### src/battery_afe_map.svh
/*
  Address map, bit positions, reset values and selector codes for the
  battery front-end register bank.
  Assumes it is included by bare name from the design.
*/
//
// Functional notes
// - Config status read-only, bit 5 constant one.
// - Wake status bit follows pin through polarity.
// - External over-temp flag; read clears once gone.
// - Internal over-temp flag; read clears once gone.
// - Other status bits follow their condition only.
// - Feature register writable only while unlock set.
// - Feature bits: scan, regulator, supply, reset, wake.
// - Writing one acts; status one means true.
// - Sleep bit zero at reset, cleared by writing zero.
// - Sleep cleared by wake edge of chosen polarity.
// - Force-reset bit returns writable registers and flags to zero.
// - Sleep turns regulator off, keeps analog select.
// - Analog select decodes none, cells, temperatures.
`ifndef BATTERY_AFE_MAP_SVH
`define BATTERY_AFE_MAP_SVH

`define ADDR_CONFIG_STATUS 8'h00
`define ADDR_OPERATING_STATUS 8'h01
`define ADDR_ANALOG_OUTPUT_SELECT 8'h03
`define ADDR_SLEEP_CONTROL 8'h04
`define ADDR_FEATURE_CONFIG 8'h07
`define ADDR_WRITE_UNLOCK 8'h08

`define ZERO_BYTE 8'h00
`define SINGLE_DEVICE_VALUE 1'b1

`define SINGLE_DEVICE_BIT 5
`define WAKE_STATUS_BIT 4
`define EXT_OVERTEMP_BIT 5
`define INT_OVERTEMP_BIT 4
`define SLEEP_BIT 7
`define SCAN_DISABLE_BIT 7
`define REGULATOR_DISABLE_BIT 6
`define SENSOR_SUPPLY_BIT 5
`define FORCE_RESET_BIT 2
`define WAKE_DISABLE_BIT 1
`define WAKE_POLARITY_BIT 0
`define UNLOCK_BIT 7

`define ANALOG_WRITE_MASK 8'hCF
`define CONTROL_WRITE_MASK 8'h80
`define FEATURE_WRITE_MASK 8'hE7
`define UNLOCK_WRITE_MASK 8'h98

`define AO_FIELD_MSB 3
`define AO_NONE 4'h0
`define AO_CELL_LAST 4'h7
`define AO_EXT_TEMP 4'h8
`define AO_INT_TEMP 4'h9
`define MUX_SELECT_RESET 6'h20

`endif

### src/battery_afe_pkg.sv
/*
  Types shared by the battery front-end register bank.
  Assumes the address map header sits in the same folder.
*/
package battery_afe_pkg;

  typedef struct packed {
    logic auto_temp_scan_disable;
    logic regulator_disable;
    logic sensor_supply_on;
    logic wake_pin_disable;
    logic wake_edge_polarity;
  } feature_ctrl_type;

  typedef struct packed {
    logic output_off;
    logic [2:0] cell_index;
    logic ext_temp;
    logic int_temp;
  } mux_select_type;

endpackage : battery_afe_pkg

### src/battery_afe_register_map.sv
/*
  Register bank of the battery front end: status, analog selector, sleep,
  feature configuration and write unlock, reached by a byte port.
  Assumes the serial-bus engine drives the access port on mclk, and that
  wake and over-temperature comparators are asynchronous to mclk.
*/
`timescale 1ns/1ps
`include "battery_afe_map.svh"

module battery_afe_register_map #(
  parameter int SYNC_STAGES = 2
) (
  // Clock and reset.
  input wire logic mclk,
  input wire logic reset_n,
  // Register access port from the serial-bus engine.
  input wire logic reg_write,
  input wire logic reg_read,
  input wire logic [7:0] reg_addr,
  input wire logic [7:0] reg_wdata,
  output logic [7:0] reg_rdata,
  output logic reg_rdata_valid,
  // Analog conditions.
  input wire logic wake_pin,
  input wire logic ext_overtemp,
  input wire logic int_overtemp,
  // Control outputs.
  output logic sleep_mode,
  output logic regulator_off,
  output battery_afe_pkg::feature_ctrl_type feature_ctrl,
  output battery_afe_pkg::mux_select_type mux_select
);

  if (SYNC_STAGES < 2) begin : g_sync_check
    $error("SYNC_STAGES must be at least 2.");
  end

  logic [SYNC_STAGES-1:0] wake_sync_reg;
  logic [SYNC_STAGES-1:0] ext_sync_reg;
  logic [SYNC_STAGES-1:0] int_sync_reg;
  logic wake_prev_reg;
  logic wake_s;
  logic ext_s;
  logic int_s;

  logic [7:0] analog_reg, analog_next;
  logic [7:0] control_reg, control_next;
  logic [7:0] feature_reg, feature_next;
  logic [7:0] unlock_reg, unlock_next;
  logic ext_flag_reg, ext_flag_next;
  logic int_flag_reg, int_flag_next;
  logic [7:0] rdata_next;
  logic regulator_off_next;
  battery_afe_pkg::mux_select_type mux_next;

  logic wr_analog, wr_control, wr_feature, wr_unlock;
  logic rd_opstat, force_reset, wake_edge;
  logic [3:0] ao_next;

  assign wake_s = wake_sync_reg[SYNC_STAGES-1];
  assign ext_s = ext_sync_reg[SYNC_STAGES-1];
  assign int_s = int_sync_reg[SYNC_STAGES-1];

  always_ff @(posedge mclk) begin
    if (!reset_n) begin
      wake_sync_reg <= '0;
      ext_sync_reg <= '0;
      int_sync_reg <= '0;
    end else begin
      wake_sync_reg <= {wake_sync_reg[SYNC_STAGES-2:0], wake_pin};
      ext_sync_reg <= {ext_sync_reg[SYNC_STAGES-2:0], ext_overtemp};
      int_sync_reg <= {int_sync_reg[SYNC_STAGES-2:0], int_overtemp};
    end
  end

  always_comb begin
    wr_analog = reg_write && reg_addr == `ADDR_ANALOG_OUTPUT_SELECT;
    wr_control = reg_write && reg_addr == `ADDR_SLEEP_CONTROL;
    wr_unlock = reg_write && reg_addr == `ADDR_WRITE_UNLOCK;
    wr_feature = reg_write && reg_addr == `ADDR_FEATURE_CONFIG
                 && unlock_reg[`UNLOCK_BIT];
    force_reset = wr_feature && reg_wdata[`FORCE_RESET_BIT];
    rd_opstat = reg_read && reg_addr == `ADDR_OPERATING_STATUS;
    wake_edge = !feature_reg[`WAKE_DISABLE_BIT]
                && (feature_reg[`WAKE_POLARITY_BIT]
                    ? (wake_s && !wake_prev_reg)
                    : (!wake_s && wake_prev_reg));

    analog_next = analog_reg;
    control_next = control_reg;
    feature_next = feature_reg;
    unlock_next = unlock_reg;
    if (wr_analog) begin
      analog_next = reg_wdata & `ANALOG_WRITE_MASK;
    end
    if (wake_edge) begin
      control_next[`SLEEP_BIT] = 1'b0;
    end
    if (wr_control) begin
      control_next = reg_wdata & `CONTROL_WRITE_MASK;
    end
    if (wr_feature) begin
      feature_next = reg_wdata & `FEATURE_WRITE_MASK;
    end
    if (wr_unlock) begin
      unlock_next = reg_wdata & `UNLOCK_WRITE_MASK;
    end

    ext_flag_next = ext_s || (ext_flag_reg && !rd_opstat);
    int_flag_next = int_s || (int_flag_reg && !rd_opstat);

    if (force_reset) begin
      analog_next = `ZERO_BYTE;
      control_next = `ZERO_BYTE;
      feature_next = `ZERO_BYTE;
      unlock_next = `ZERO_BYTE;
      ext_flag_next = 1'b0;
      int_flag_next = 1'b0;
    end

    rdata_next = `ZERO_BYTE;
    case (reg_addr)
      `ADDR_CONFIG_STATUS: begin
        rdata_next[`SINGLE_DEVICE_BIT] = `SINGLE_DEVICE_VALUE;
        rdata_next[`WAKE_STATUS_BIT] = feature_reg[`WAKE_POLARITY_BIT]
                                       ? wake_s : !wake_s;
      end
      `ADDR_OPERATING_STATUS: begin
        rdata_next[`EXT_OVERTEMP_BIT] = ext_flag_reg;
        rdata_next[`INT_OVERTEMP_BIT] = int_flag_reg;
      end
      `ADDR_ANALOG_OUTPUT_SELECT: rdata_next = analog_reg;
      `ADDR_SLEEP_CONTROL: rdata_next = control_reg;
      `ADDR_FEATURE_CONFIG: rdata_next = feature_reg;
      `ADDR_WRITE_UNLOCK: rdata_next = unlock_reg;
      default: rdata_next = `ZERO_BYTE;
    endcase

    regulator_off_next = control_next[`SLEEP_BIT]
                         || feature_next[`REGULATOR_DISABLE_BIT];
    ao_next = analog_next[`AO_FIELD_MSB:0];
    mux_next.output_off = ao_next == `AO_NONE;
    mux_next.cell_index = (ao_next <= `AO_CELL_LAST) ? ao_next[2:0] : 3'h0;
    mux_next.ext_temp = ao_next == `AO_EXT_TEMP;
    mux_next.int_temp = ao_next == `AO_INT_TEMP;
  end

  always_ff @(posedge mclk) begin
    if (!reset_n) begin
      analog_reg <= `ZERO_BYTE;
      control_reg <= `ZERO_BYTE;
      feature_reg <= `ZERO_BYTE;
      unlock_reg <= `ZERO_BYTE;
      ext_flag_reg <= 1'b0;
      int_flag_reg <= 1'b0;
      wake_prev_reg <= 1'b0;
      reg_rdata <= `ZERO_BYTE;
      reg_rdata_valid <= 1'b0;
      regulator_off <= 1'b0;
      mux_select <= `MUX_SELECT_RESET;
    end else begin
      analog_reg <= analog_next;
      control_reg <= control_next;
      feature_reg <= feature_next;
      unlock_reg <= unlock_next;
      ext_flag_reg <= ext_flag_next;
      int_flag_reg <= int_flag_next;
      wake_prev_reg <= wake_s;
      if (reg_read) begin
        reg_rdata <= rdata_next;
      end
      reg_rdata_valid <= reg_read;
      regulator_off <= regulator_off_next;
      mux_select <= mux_next;
    end
  end

  assign sleep_mode = control_reg[`SLEEP_BIT];
  assign feature_ctrl.auto_temp_scan_disable = feature_reg[`SCAN_DISABLE_BIT];
  assign feature_ctrl.regulator_disable = feature_reg[`REGULATOR_DISABLE_BIT];
  assign feature_ctrl.sensor_supply_on = feature_reg[`SENSOR_SUPPLY_BIT];
  assign feature_ctrl.wake_pin_disable = feature_reg[`WAKE_DISABLE_BIT];
  assign feature_ctrl.wake_edge_polarity = feature_reg[`WAKE_POLARITY_BIT];
endmodule : battery_afe_register_map

### config.mk
export PLATFORM = sky130hd
export DESIGN_NAME = battery_afe_register_map
export DESIGN_NICKNAME = d
export VERILOG_FILES = /design/src/battery_afe_pkg.sv /design/src/battery_afe_register_map.sv
export VERILOG_INCLUDE_DIRS = /design/src
export SDC_FILE = /design/constraint.sdc
export NUM_CORES = 1
export LEC_CHECK = 0
export ABC_CLOCK_PERIOD_IN_PS = 2700
export BUFFER_PORTS_ARGS = -buffer_cell sky130_fd_sc_hd__buf_4
export CORE_MARGIN = 2
export CORE_UTILIZATION = 30
export CTS_BUF_LIST = sky130_fd_sc_hd__clkbuf_2 sky130_fd_sc_hd__clkbuf_4 sky130_fd_sc_hd__clkbuf_8
export CTS_CLUSTER_DIAMETER = 60
export DETAILED_ROUTE_END_ITERATION = 8
export GPL_TIMING_DRIVEN = 0
export HOLD_SLACK_MARGIN = 0.08
export MAX_ROUTING_LAYER = met4
export PLACE_DENSITY = 0.46
export SETUP_SLACK_MARGIN = 0.02
export SLEW_MARGIN = 40
export SYNTH_ARGS = -nofsm -noshare
export SYNTH_HDL_FRONTEND = slang
export SYNTH_SLANG_ARGS = --single-unit
export TNS_END_PERCENT = 1
### constraint.sdc
create_clock -name mclk -period 2.7 [get_ports mclk]
set_input_delay 0.27 -clock mclk [delete_from_list [all_inputs] [get_ports mclk]]
set_output_delay 0.27 -clock mclk [all_outputs]
set_load 0.01 [all_outputs]
Word level (Yosys, flattened, before mapping)

Index checks and enable logic that the tools add are counted.

Output and inout port bits: 22
Logic and storage cells: 63
Flip-flop bits (word level): 41
Bits of input ports: 23

Reduce and logical (&&, ||, !) cells: 23
Bitwise gates (word level): 1
Equal/unequal tests: 7
Mux-type cells: 12
Order comparisons: 1

Operators by type and width:

| kind               | number |
|---|---|
| $eq 8x3->1 const B | 2 |
| $mux 8             | 2 |
| $pmux 2 s4         | 2 |
| $mux 7             | 2 |
| $logic_and 1x1->1  | 12 |
| $pmux 4 s3         | 1 |
| $eq 4x4->1 const B | 2 |
| $eq 8x1->1 const B | 1 |
| $eq 8x2->1 const B | 1 |
| $eq 8x4->1 const B | 1 |
| $logic_not 8->1    | 1 |
| $mux 4             | 2 |
| $le 4x3->1 const B | 1 |
| $logic_not 1->1    | 4 |
| $logic_not 4->1    | 1 |
| $logic_or 1x1->1   | 3 |
| $mux 1             | 3 |
| $reduce_and 2->1   | 1 |
| $reduce_or 2->1    | 1 |
| $not 1->1          | 1 |

Depth between registers and ports, before layout

Gate-level depths: netlist of the first run.

Depth in word-level cells: 8
Gate-level depth with buffers: 6
Depth with buffers taken out: 4

Least setup slack after synthesis of the first run

No wires, ideal clock.

Kind: in2reg
Start point: input port reg_addr[5]
End point: register feature_reg[6]
Setup time: 0.118 ns
Setup slack: 1.241 ns
Data arrival time: 1.341 ns
Required time: 2.582 ns
Buffers on the path: 1
Stages: 5
Path through: nor4_4 > nand4_2 > o21ai_2 > buf_6 > nor2_1

Cells in the longest elaborated chain, start to end: 5
Elaborated cells on any way between the ends: 6
Classes of those cells: 1 x eq/ne; 2 x mux; 3 x reduce/logical

Ends and longest elaborated chain:

| element                                            | RTL line                                                        | RTL |
|---|---|---|
| start: declaration                                 | battery_afe_register_map.sv:19                                  | `input wire logic [7:0] reg_addr,` |
| $eq 8x3->1 *                                       | n/a                                                             |  |
| $logic_and 1x1->1 (no line) *                      | n/a                                                             |  |
| $logic_and 1x1->1 *                                | battery_afe_register_map.sv:80                                  | `` wr_feature = reg_write && reg_addr == `ADDR_FEATURE_CONFIG `` |
| $mux 7 / $logic_and 1x1->1 (equally long branches) | battery_afe_register_map.sv:102, battery_afe_register_map.sv:82 |  |
| $mux 7 *                                           | battery_afe_register_map.sv:112                                 | `if (force_reset) begin` |
| end signal: assignment                             | battery_afe_register_map.sv:152                                 | `` feature_reg <= `ZERO_BYTE; `` |
| end signal: assignment                             | battery_afe_register_map.sv:164                                 | `feature_reg <= feature_next;` |
| end: declaration                                   | battery_afe_register_map.sv:48                                  | `logic [7:0] feature_reg, feature_next;` |

Mark *: on every way between the ends. The rest lies on a longest branch, timed or not.
A chain may end at the register's enable or synchronous reset.

Worst setup path in the final report of the first run

Start point: input port reg_addr[5]
End point: register feature_reg[5]

Cells in the longest elaborated chain, start to end: 5

Ends and longest elaborated chain:

| element                       | RTL line                       | RTL |
|---|---|---|
| $eq 8x3->1 *                  | n/a                            |  |
| $logic_and 1x1->1 (no line) * | n/a                            |  |
| $logic_and 1x1->1 *           | battery_afe_register_map.sv:80 |  |
| $logic_and 1x1->1             | battery_afe_register_map.sv:82 | `` force_reset = wr_feature && reg_wdata[`FORCE_RESET_BIT]; `` |
| $reduce_or 2->1 (no line)     | n/a                            |  |

Marks and branches as above.

==> impl_metrics.toml, run 1 <==
[grt]
antenna_found_initial = 0
grt_pass1_vias = 1364
grtUsageTotal_pct = 14.6
grt_max_degree = 13
grt_pass1_wl_um = 6950
globalRouteOverflowTotal = 0

[clock_tree]
cts_inserted_buffers = 5
clockRootBuffer = "clkbuf_8"
htree_levels = 2
hold_buffers = 0
cts_resized = 0
clk_path_buf_depth = 2
cts_tree = "yes"
clk_pin_slew_ns = 0.08
postCtsSetupBuffers = 0
cts.sinks = 41
clock_latency_ns = 0.30

[cells_and_area]
fill_cells = 641
layout-drive-gt1-share_pct = 29.1
n_antenna_cell = 0
largest_register_ffs = 8
syn2layout_area_growth_pct = 29.6
finalNetCount = 256
fin_util_pct = 39.6
top_register = "reg_rdata"

[worst_setup_path]
r2r_slack_ns = 1.19
start_kind = "input pin"
arrival_ns = 1.81
reg2reg_depth = 4
worstSetupEndpointType = "flop"
r2r_start = "unlock_reg[7]"
required_ns = 2.89
critPathKind = "input pin to flop"
rr_endpoint = "feature_reg[5]"
path_max_fanout = 10

[pwr]
switchingPower_mw = 0.266
switching_share_pct = 23.2
power_mw = 1.15
p_leak_nw = 1.03
pwr-share-seq_pct = 53.4
clock_power_share_pct = 38.7
p_per_area_mw_per_mm2 = 500
combPwrFrac_pct = 7.9
internal-power_mw = 0.884
max-vdd-ir-drop_mv = 0.259

[logic_synthesis]
ys_seq_area_share_pct = 46.2
synth_cell_type_count = 37
synth_edf_count = 0
synth_flop_cell = "dfxtp_1"
async_flop_share_pct = 0
avgSynthCellArea_um2 = 9.76
yosys_warnings = 0
postSynthCellCount = 182
syn_nets = 205
ys_seq_elements = 41
syn_area_mm2 = 0.00178

[sta]
fin_skew_ns = 0.00774
period_needed_ns = 1.63
hold_viol = 0
fmax_mhz = 615
min_period_over_period_pct = 60.2
slew-limit-headroom_pct = 70.3
drv_slew = 0
rsz0062_at_grt = "no"
setup-tns-final_ns = 0
tightest_slew_ns = 0.444
finalSetupViolCount = 0

[flow_run]
max_cap_viol_count = 0

[floorplan]
fp.dieW_um = 80.9
io_pins = 45
dieHeight_um = 80.9
initial_core_util_pct = 30.5
num_rows = 28
core_mm2 = 0.00582
dieArea_mm2 = 0.00655

[detailed_routing]
vias = 1468
drcViolationCount = 0
first_pass_iters = 4
wl_um = 4380
wire_per_inst_um = 14.2
ant_nets = 0
vias_per_cell = 4.75
drt_iter0_drc = 53

[run_status]
status = "completed"

[hold_path]
min_path_type = "input pin to flop"
hold_depth = 2
worstHoldStart = "ext_overtemp"
min_to = "ext_sync_reg[0]"

[placed_design]
place_congestion = 0.768
hpwl_um = 3240
io_buffers = 44
final cells by class:
class                           instances  area, um^2  area share, %
Buffer                                 12        92.6           4.02
Clock buffer                            7        96.3           4.19
Clock inverter                          1        5.00          0.218
Inverter                                6        22.5          0.979
Multi-Input combinational cell        123         840           36.5
Sequential cell                        41         821           35.7
Tap cell                               75        93.8           4.08
Timing Repair Buffer                   44         330           14.4
metal layers:
metal | share of wire, % | GRT usage, %
met5 | 0 | -
met4 | 1.6 | 6.10
met3 | 4.9 | 3.33
met2 | 44 | 21.6
met1 | 50 | 19.1
synthesized netlist by cell type, drive strengths merged, types with 2 or more instances:
cell type  number  share of area [%]
nand3           6                1.7
dfxtp          41                 46
a21oi          12                3.4
nor2           27                5.7
or3             4                1.4
clkinv          2               0.42
inv             4               0.85
and2            8                2.8
mux2i          19                 11
nand4           7                4.5
a2bb2oi         7                3.5
o41ai           2               0.99
nand3b          3                1.3
o21ai           3                1.1
buf            11                5.0
nor2b           3                1.1
nand2           7                1.5
or3b            2               0.99
power by group through the flow:
stage	logic, mW	registers, mW	clock network [mW]
4_1_cts	0.0929	0.614	0.458
3_3_place_gp	0.0931	0.628	0
6_report	0.0913	0.614	0.445
5_1_grt	0.101	0.615	0.478
2_1_floorplan	0.0418	0.628	0
3_5_place_dp	0.0925	0.628	0
layout by cell type, fill, tap and decap left out, types with 2 or more instances in the layout:
cell type | netlist | routed
nor2b_1 | 3 | 3
clkbuf_8 | 0 | 7
or3b_1 | 2 | 2
and2_1 | 8 | 8
a2bb2oi_1 | 7 | 7
inv_1 | 4 | 4
dfxtp_1 | 41 | 41
mux2i_1 | 19 | 19
buf_4 | 6 | 50
nand3b_1 | 3 | 3
a21oi_1 | 12 | 12
nand4_4 | 2 | 2
nand2_1 | 7 | 7
nand4_1 | 4 | 4
buf_6 | 3 | 3
o21ai_0 | 2 | 2
nor2_1 | 27 | 27
buf_2 | 2 | 2
nand3_1 | 6 | 6
o41ai_1 | 2 | 2
clkinv_1 | 2 | 2
or3_1 | 4 | 4
critical path, stage by stage:
cell and delay, ns:
buf_4 0.12, nor4_4 0.34, nand4_2 0.39, o21ai_2 0.43, buf_6 0.21, nor2_1 0.05
worst max path at each step:
stage,from,to,slack (ns),cells past startpoint
after floorplan,reg_addr[5],feature_reg[6],1.24,5
after global placement,reg_addr[5],mux_select[1],0.70,6
after detailed placement,reg_addr[5],mux_select[1],0.73,6
after CTS,reg_addr[5],mux_select[1],1.04,6
after global routing,reg_addr[5],mux_select[1],0.95,6
final,reg_addr[5],feature_reg[5],1.07,6
through the flow:
stage	instances	area, um^2	setup slack [ns]	hold WS [ns]
after CTS	309	2300	1.04	0.167
final	309	2300	1.07	0.175
after floorplan	182	1780	1.24	0.374
after detailed placement	301	2200	0.730	0.419
after global routing	309	2300	0.951	0.170
after global placement	301	2200	0.703	0.414
kinds of logic after synthesis:
family | Yosys count | share of synthesized area [%]
compound gates | 30 | 11.7
xor+xnor | 1 | 0.493
buf+inv | 18 | 6.48
flops | 41 | 46.2
mux | 19 | 10.7
simple gates | 73 | 24.4
Note: power is estimated with default switching activity, not from simulation.
==> run 2, diff against run 1 <==
ABC_AREA = 1   (was unset)
ABC_CLOCK_PERIOD_IN_PS = 1500   (was 2700)
clock period = 1.5 ns   (was 2.7 ns; I/O delays follow)
==> run 2 against run 1 <==
Net effect: global-route usage is 0.44 points higher; largest power group unchanged; non-clock buffer count is 1 higher; count of clock-buffer cells in the layout stayed put; first-iteration DRC count is 25% higher; utilization is 0.44 points higher; clock skew is 0.0033 ns lower; hold slack worse by 0.048 ns; cell area is 2.3% higher; total power is 73% higher; sequential power is 81% higher; sequential share of layout area is 0.81 points lower.
==> impl_metrics.toml, run 2 <==
[logic_synthesis]
synthDominantAreaCellType = "dfxtp_1"
ys_top_cells_by_area = "dfxtp_1 45%, nand2_1 15%, inv_1 7.6%"
ys_seq_area_share_pct = 45.1
synth_flop_cell = "dfxtp_1"
synth_most_common_cell = "nand2_1"
syn_nets = 271
async_flop_share_pct = 0
yosys_warnings = 0
syn_area_mm2 = 0.00182
postSynthCellCount = 248
synth_edf_count = 0
synth_top_area_share_pct = 45.1
synth_common_cells = "72 x nand2_1, 41 x dfxtp_1, 37 x inv_1"
avgSynthCellArea_um2 = 7.33
ys_seq_elements = 41
synth_cell_type_count = 26

[pwr]
p_per_area_mw_per_mm2 = 847
max-vdd-ir-drop_mv = 0.346
p_leak_nw = 1.14
power_mw = 2.00

[floorplan]
dieArea_mm2 = 0.00670
io_pins = 45
core_mm2 = 0.00589
initial_core_util_pct = 30.9
fp.dieW_um = 81.8
dieHeight_um = 81.8
num_rows = 28

[placed_design]
placed_area_mm2 = 0.00223
place_congestion = 0.821
hpwl_um = 3390
io_buffers = 43

[hold_path]
hold_depth = 3
worstHoldStart = "reg_wdata[6]"
min_path_type = "input pin to flop"
min_to = "analog_reg[6]"

[cells_and_area]
final_common_cell = "nand2_1"
n_antenna_cell = 0
finalNetCount = 324
top_register = "reg_rdata"
final_cell_mix = "72 x nand2_1, 50 x buf_4, 41 x dfxtp_1"
fill_cells = 633
layout-drive-gt1-share_pct = 25.6
fin_util_pct = 40.0
largest_register_ffs = 8
syn2layout_area_growth_pct = 29.5
stdcell_area_mm2 = 0.00235

[detailed_routing]
wire_per_inst_um = 11.7
ant_nets = 0
vias_per_cell = 4.34
first_pass_iters = 4
vias = 1631
wl_um = 4420
drcViolationCount = 0
drt_iter0_drc = 66

[clock_tree]
clockRootBuffer = "clkbuf_8"
clock_latency_ns = 0.29
clk_pin_slew_ns = 0.07
htree_levels = 2
clk_path_buf_depth = 2
cts_tree = "yes"
hold_buffers = 3
postCtsSetupBuffers = 0
cts_resized = 0
cts_inserted_buffers = 5
cts.sinks = 41

[worst_setup_path]
start_kind = "flop"
required_ns = 1.68
r2r_slack_ns = 0.16
worstSetupEndpointType = "flop"
r2r_start = "unlock_reg[7]"
rr_endpoint = "ext_flag_reg"
critPathKind = "flop to flop"
path_max_fanout = 10
reg2reg_depth = 6
arrival_ns = 1.52

[sta]
finalSetupViolCount = 0
period_needed_ns = 1.34
fmax_mhz = 748
hold_viol = 0
fin_skew_ns = 0.00448
min_period_over_period_pct = 89.1
setup-tns-final_ns = 0
tightest_slew_ns = 0.601
drv_slew = 0
slew-limit-headroom_pct = 60.0
rsz0062_at_grt = "no"

[grt]
grt_max_degree = 12
grt_pass1_wl_um = 7200
grt_pass1_vias = 1497
antenna_found_initial = 0
grtUsageTotal_pct = 15.0
globalRouteOverflowTotal = 0

[flow_run]
max_cap_viol_count = 0

[run_status]
status = "completed"
-- run 2: cell count changes after synthesis, sizes merged, moves of 5 or more --
cell and change:
nor2 -9, a21oi +8, and2 -8, a2bb2oi -7, nand3 +18, mux2i -19
inv +36, nor3 +5, nand2 +68
-- run 2: cells by family after synthesis --
logic type / after synthesis / synth area share (%)
flops: 41 / 45.1
simple gates: 128 / 34.3
buf+inv: 51 / 12.7
compound gates: 28 / 7.78
-- run 2: area by class of cell --
class / count / area (um^2) / area share, %
inverters: 40 / 153 / 6.48
clock buffers: 7 / 90.1 / 3.83
well taps: 75 / 93.8 / 3.99
plain buffers: 11 / 78.8 / 3.35
multi-input cells: 156 / 766 / 32.5
repair buffers: 46 / 353 / 15.0
flip-flops and latches: 41 / 821 / 34.9
-- run 2: power breakdown --
group / switching (mW) / total [mW] / internal [mW]
sequential: 0.00479 / 1.11 / 1.10
combinational: 0.0842 / 0.151 / 0.0667
clock: 0.355 / 0.739 / 0.383
total: 0.444 / 2.00 / 1.55
-- run 2: worst max path at each step --
stage,start,to,slack (ns),cells past startpoint
after floorplan,unlock_reg[7],ext_flag_reg,0.39,6
after global placement,reg_addr[7],int_flag_reg,0.14,9
after detailed placement,reg_addr[5],int_flag_reg,0.13,9
after CTS,unlock_reg[7],int_flag_reg,0.15,6
after global routing,unlock_reg[7],unlock_reg[4],0.02,6
final,unlock_reg[7],ext_flag_reg,0.16,6
-- run 2: metrics by stage --
step                      hold WS, ns  worst slack (ns)  std cells
after floorplan                 0.248             0.393        248
after global placement          0.331             0.138        366
after detailed placement        0.338             0.132        366
after CTS                       0.111             0.147        376
after global routing            0.122            0.0235        376
final                           0.127             0.163        376
-- run 2: metal layers --
metal	GRT usage, %	wire (um)	share of wire, %
met4	6.50	87	2.0
met5	-	0	0
met3	3.41	196	4.4
met2	23.4	2000	45
met1	18.6	2130	48
-- run 2: worst max-delay path: stages, from the launching register on --
cell	delay [ns]
dfxtp_1	0.36
nand2_1	0.06
inv_1	0.24
nand4_4	0.19
nand2_1	0.14
buf_4	0.19
nor2_1	0.06
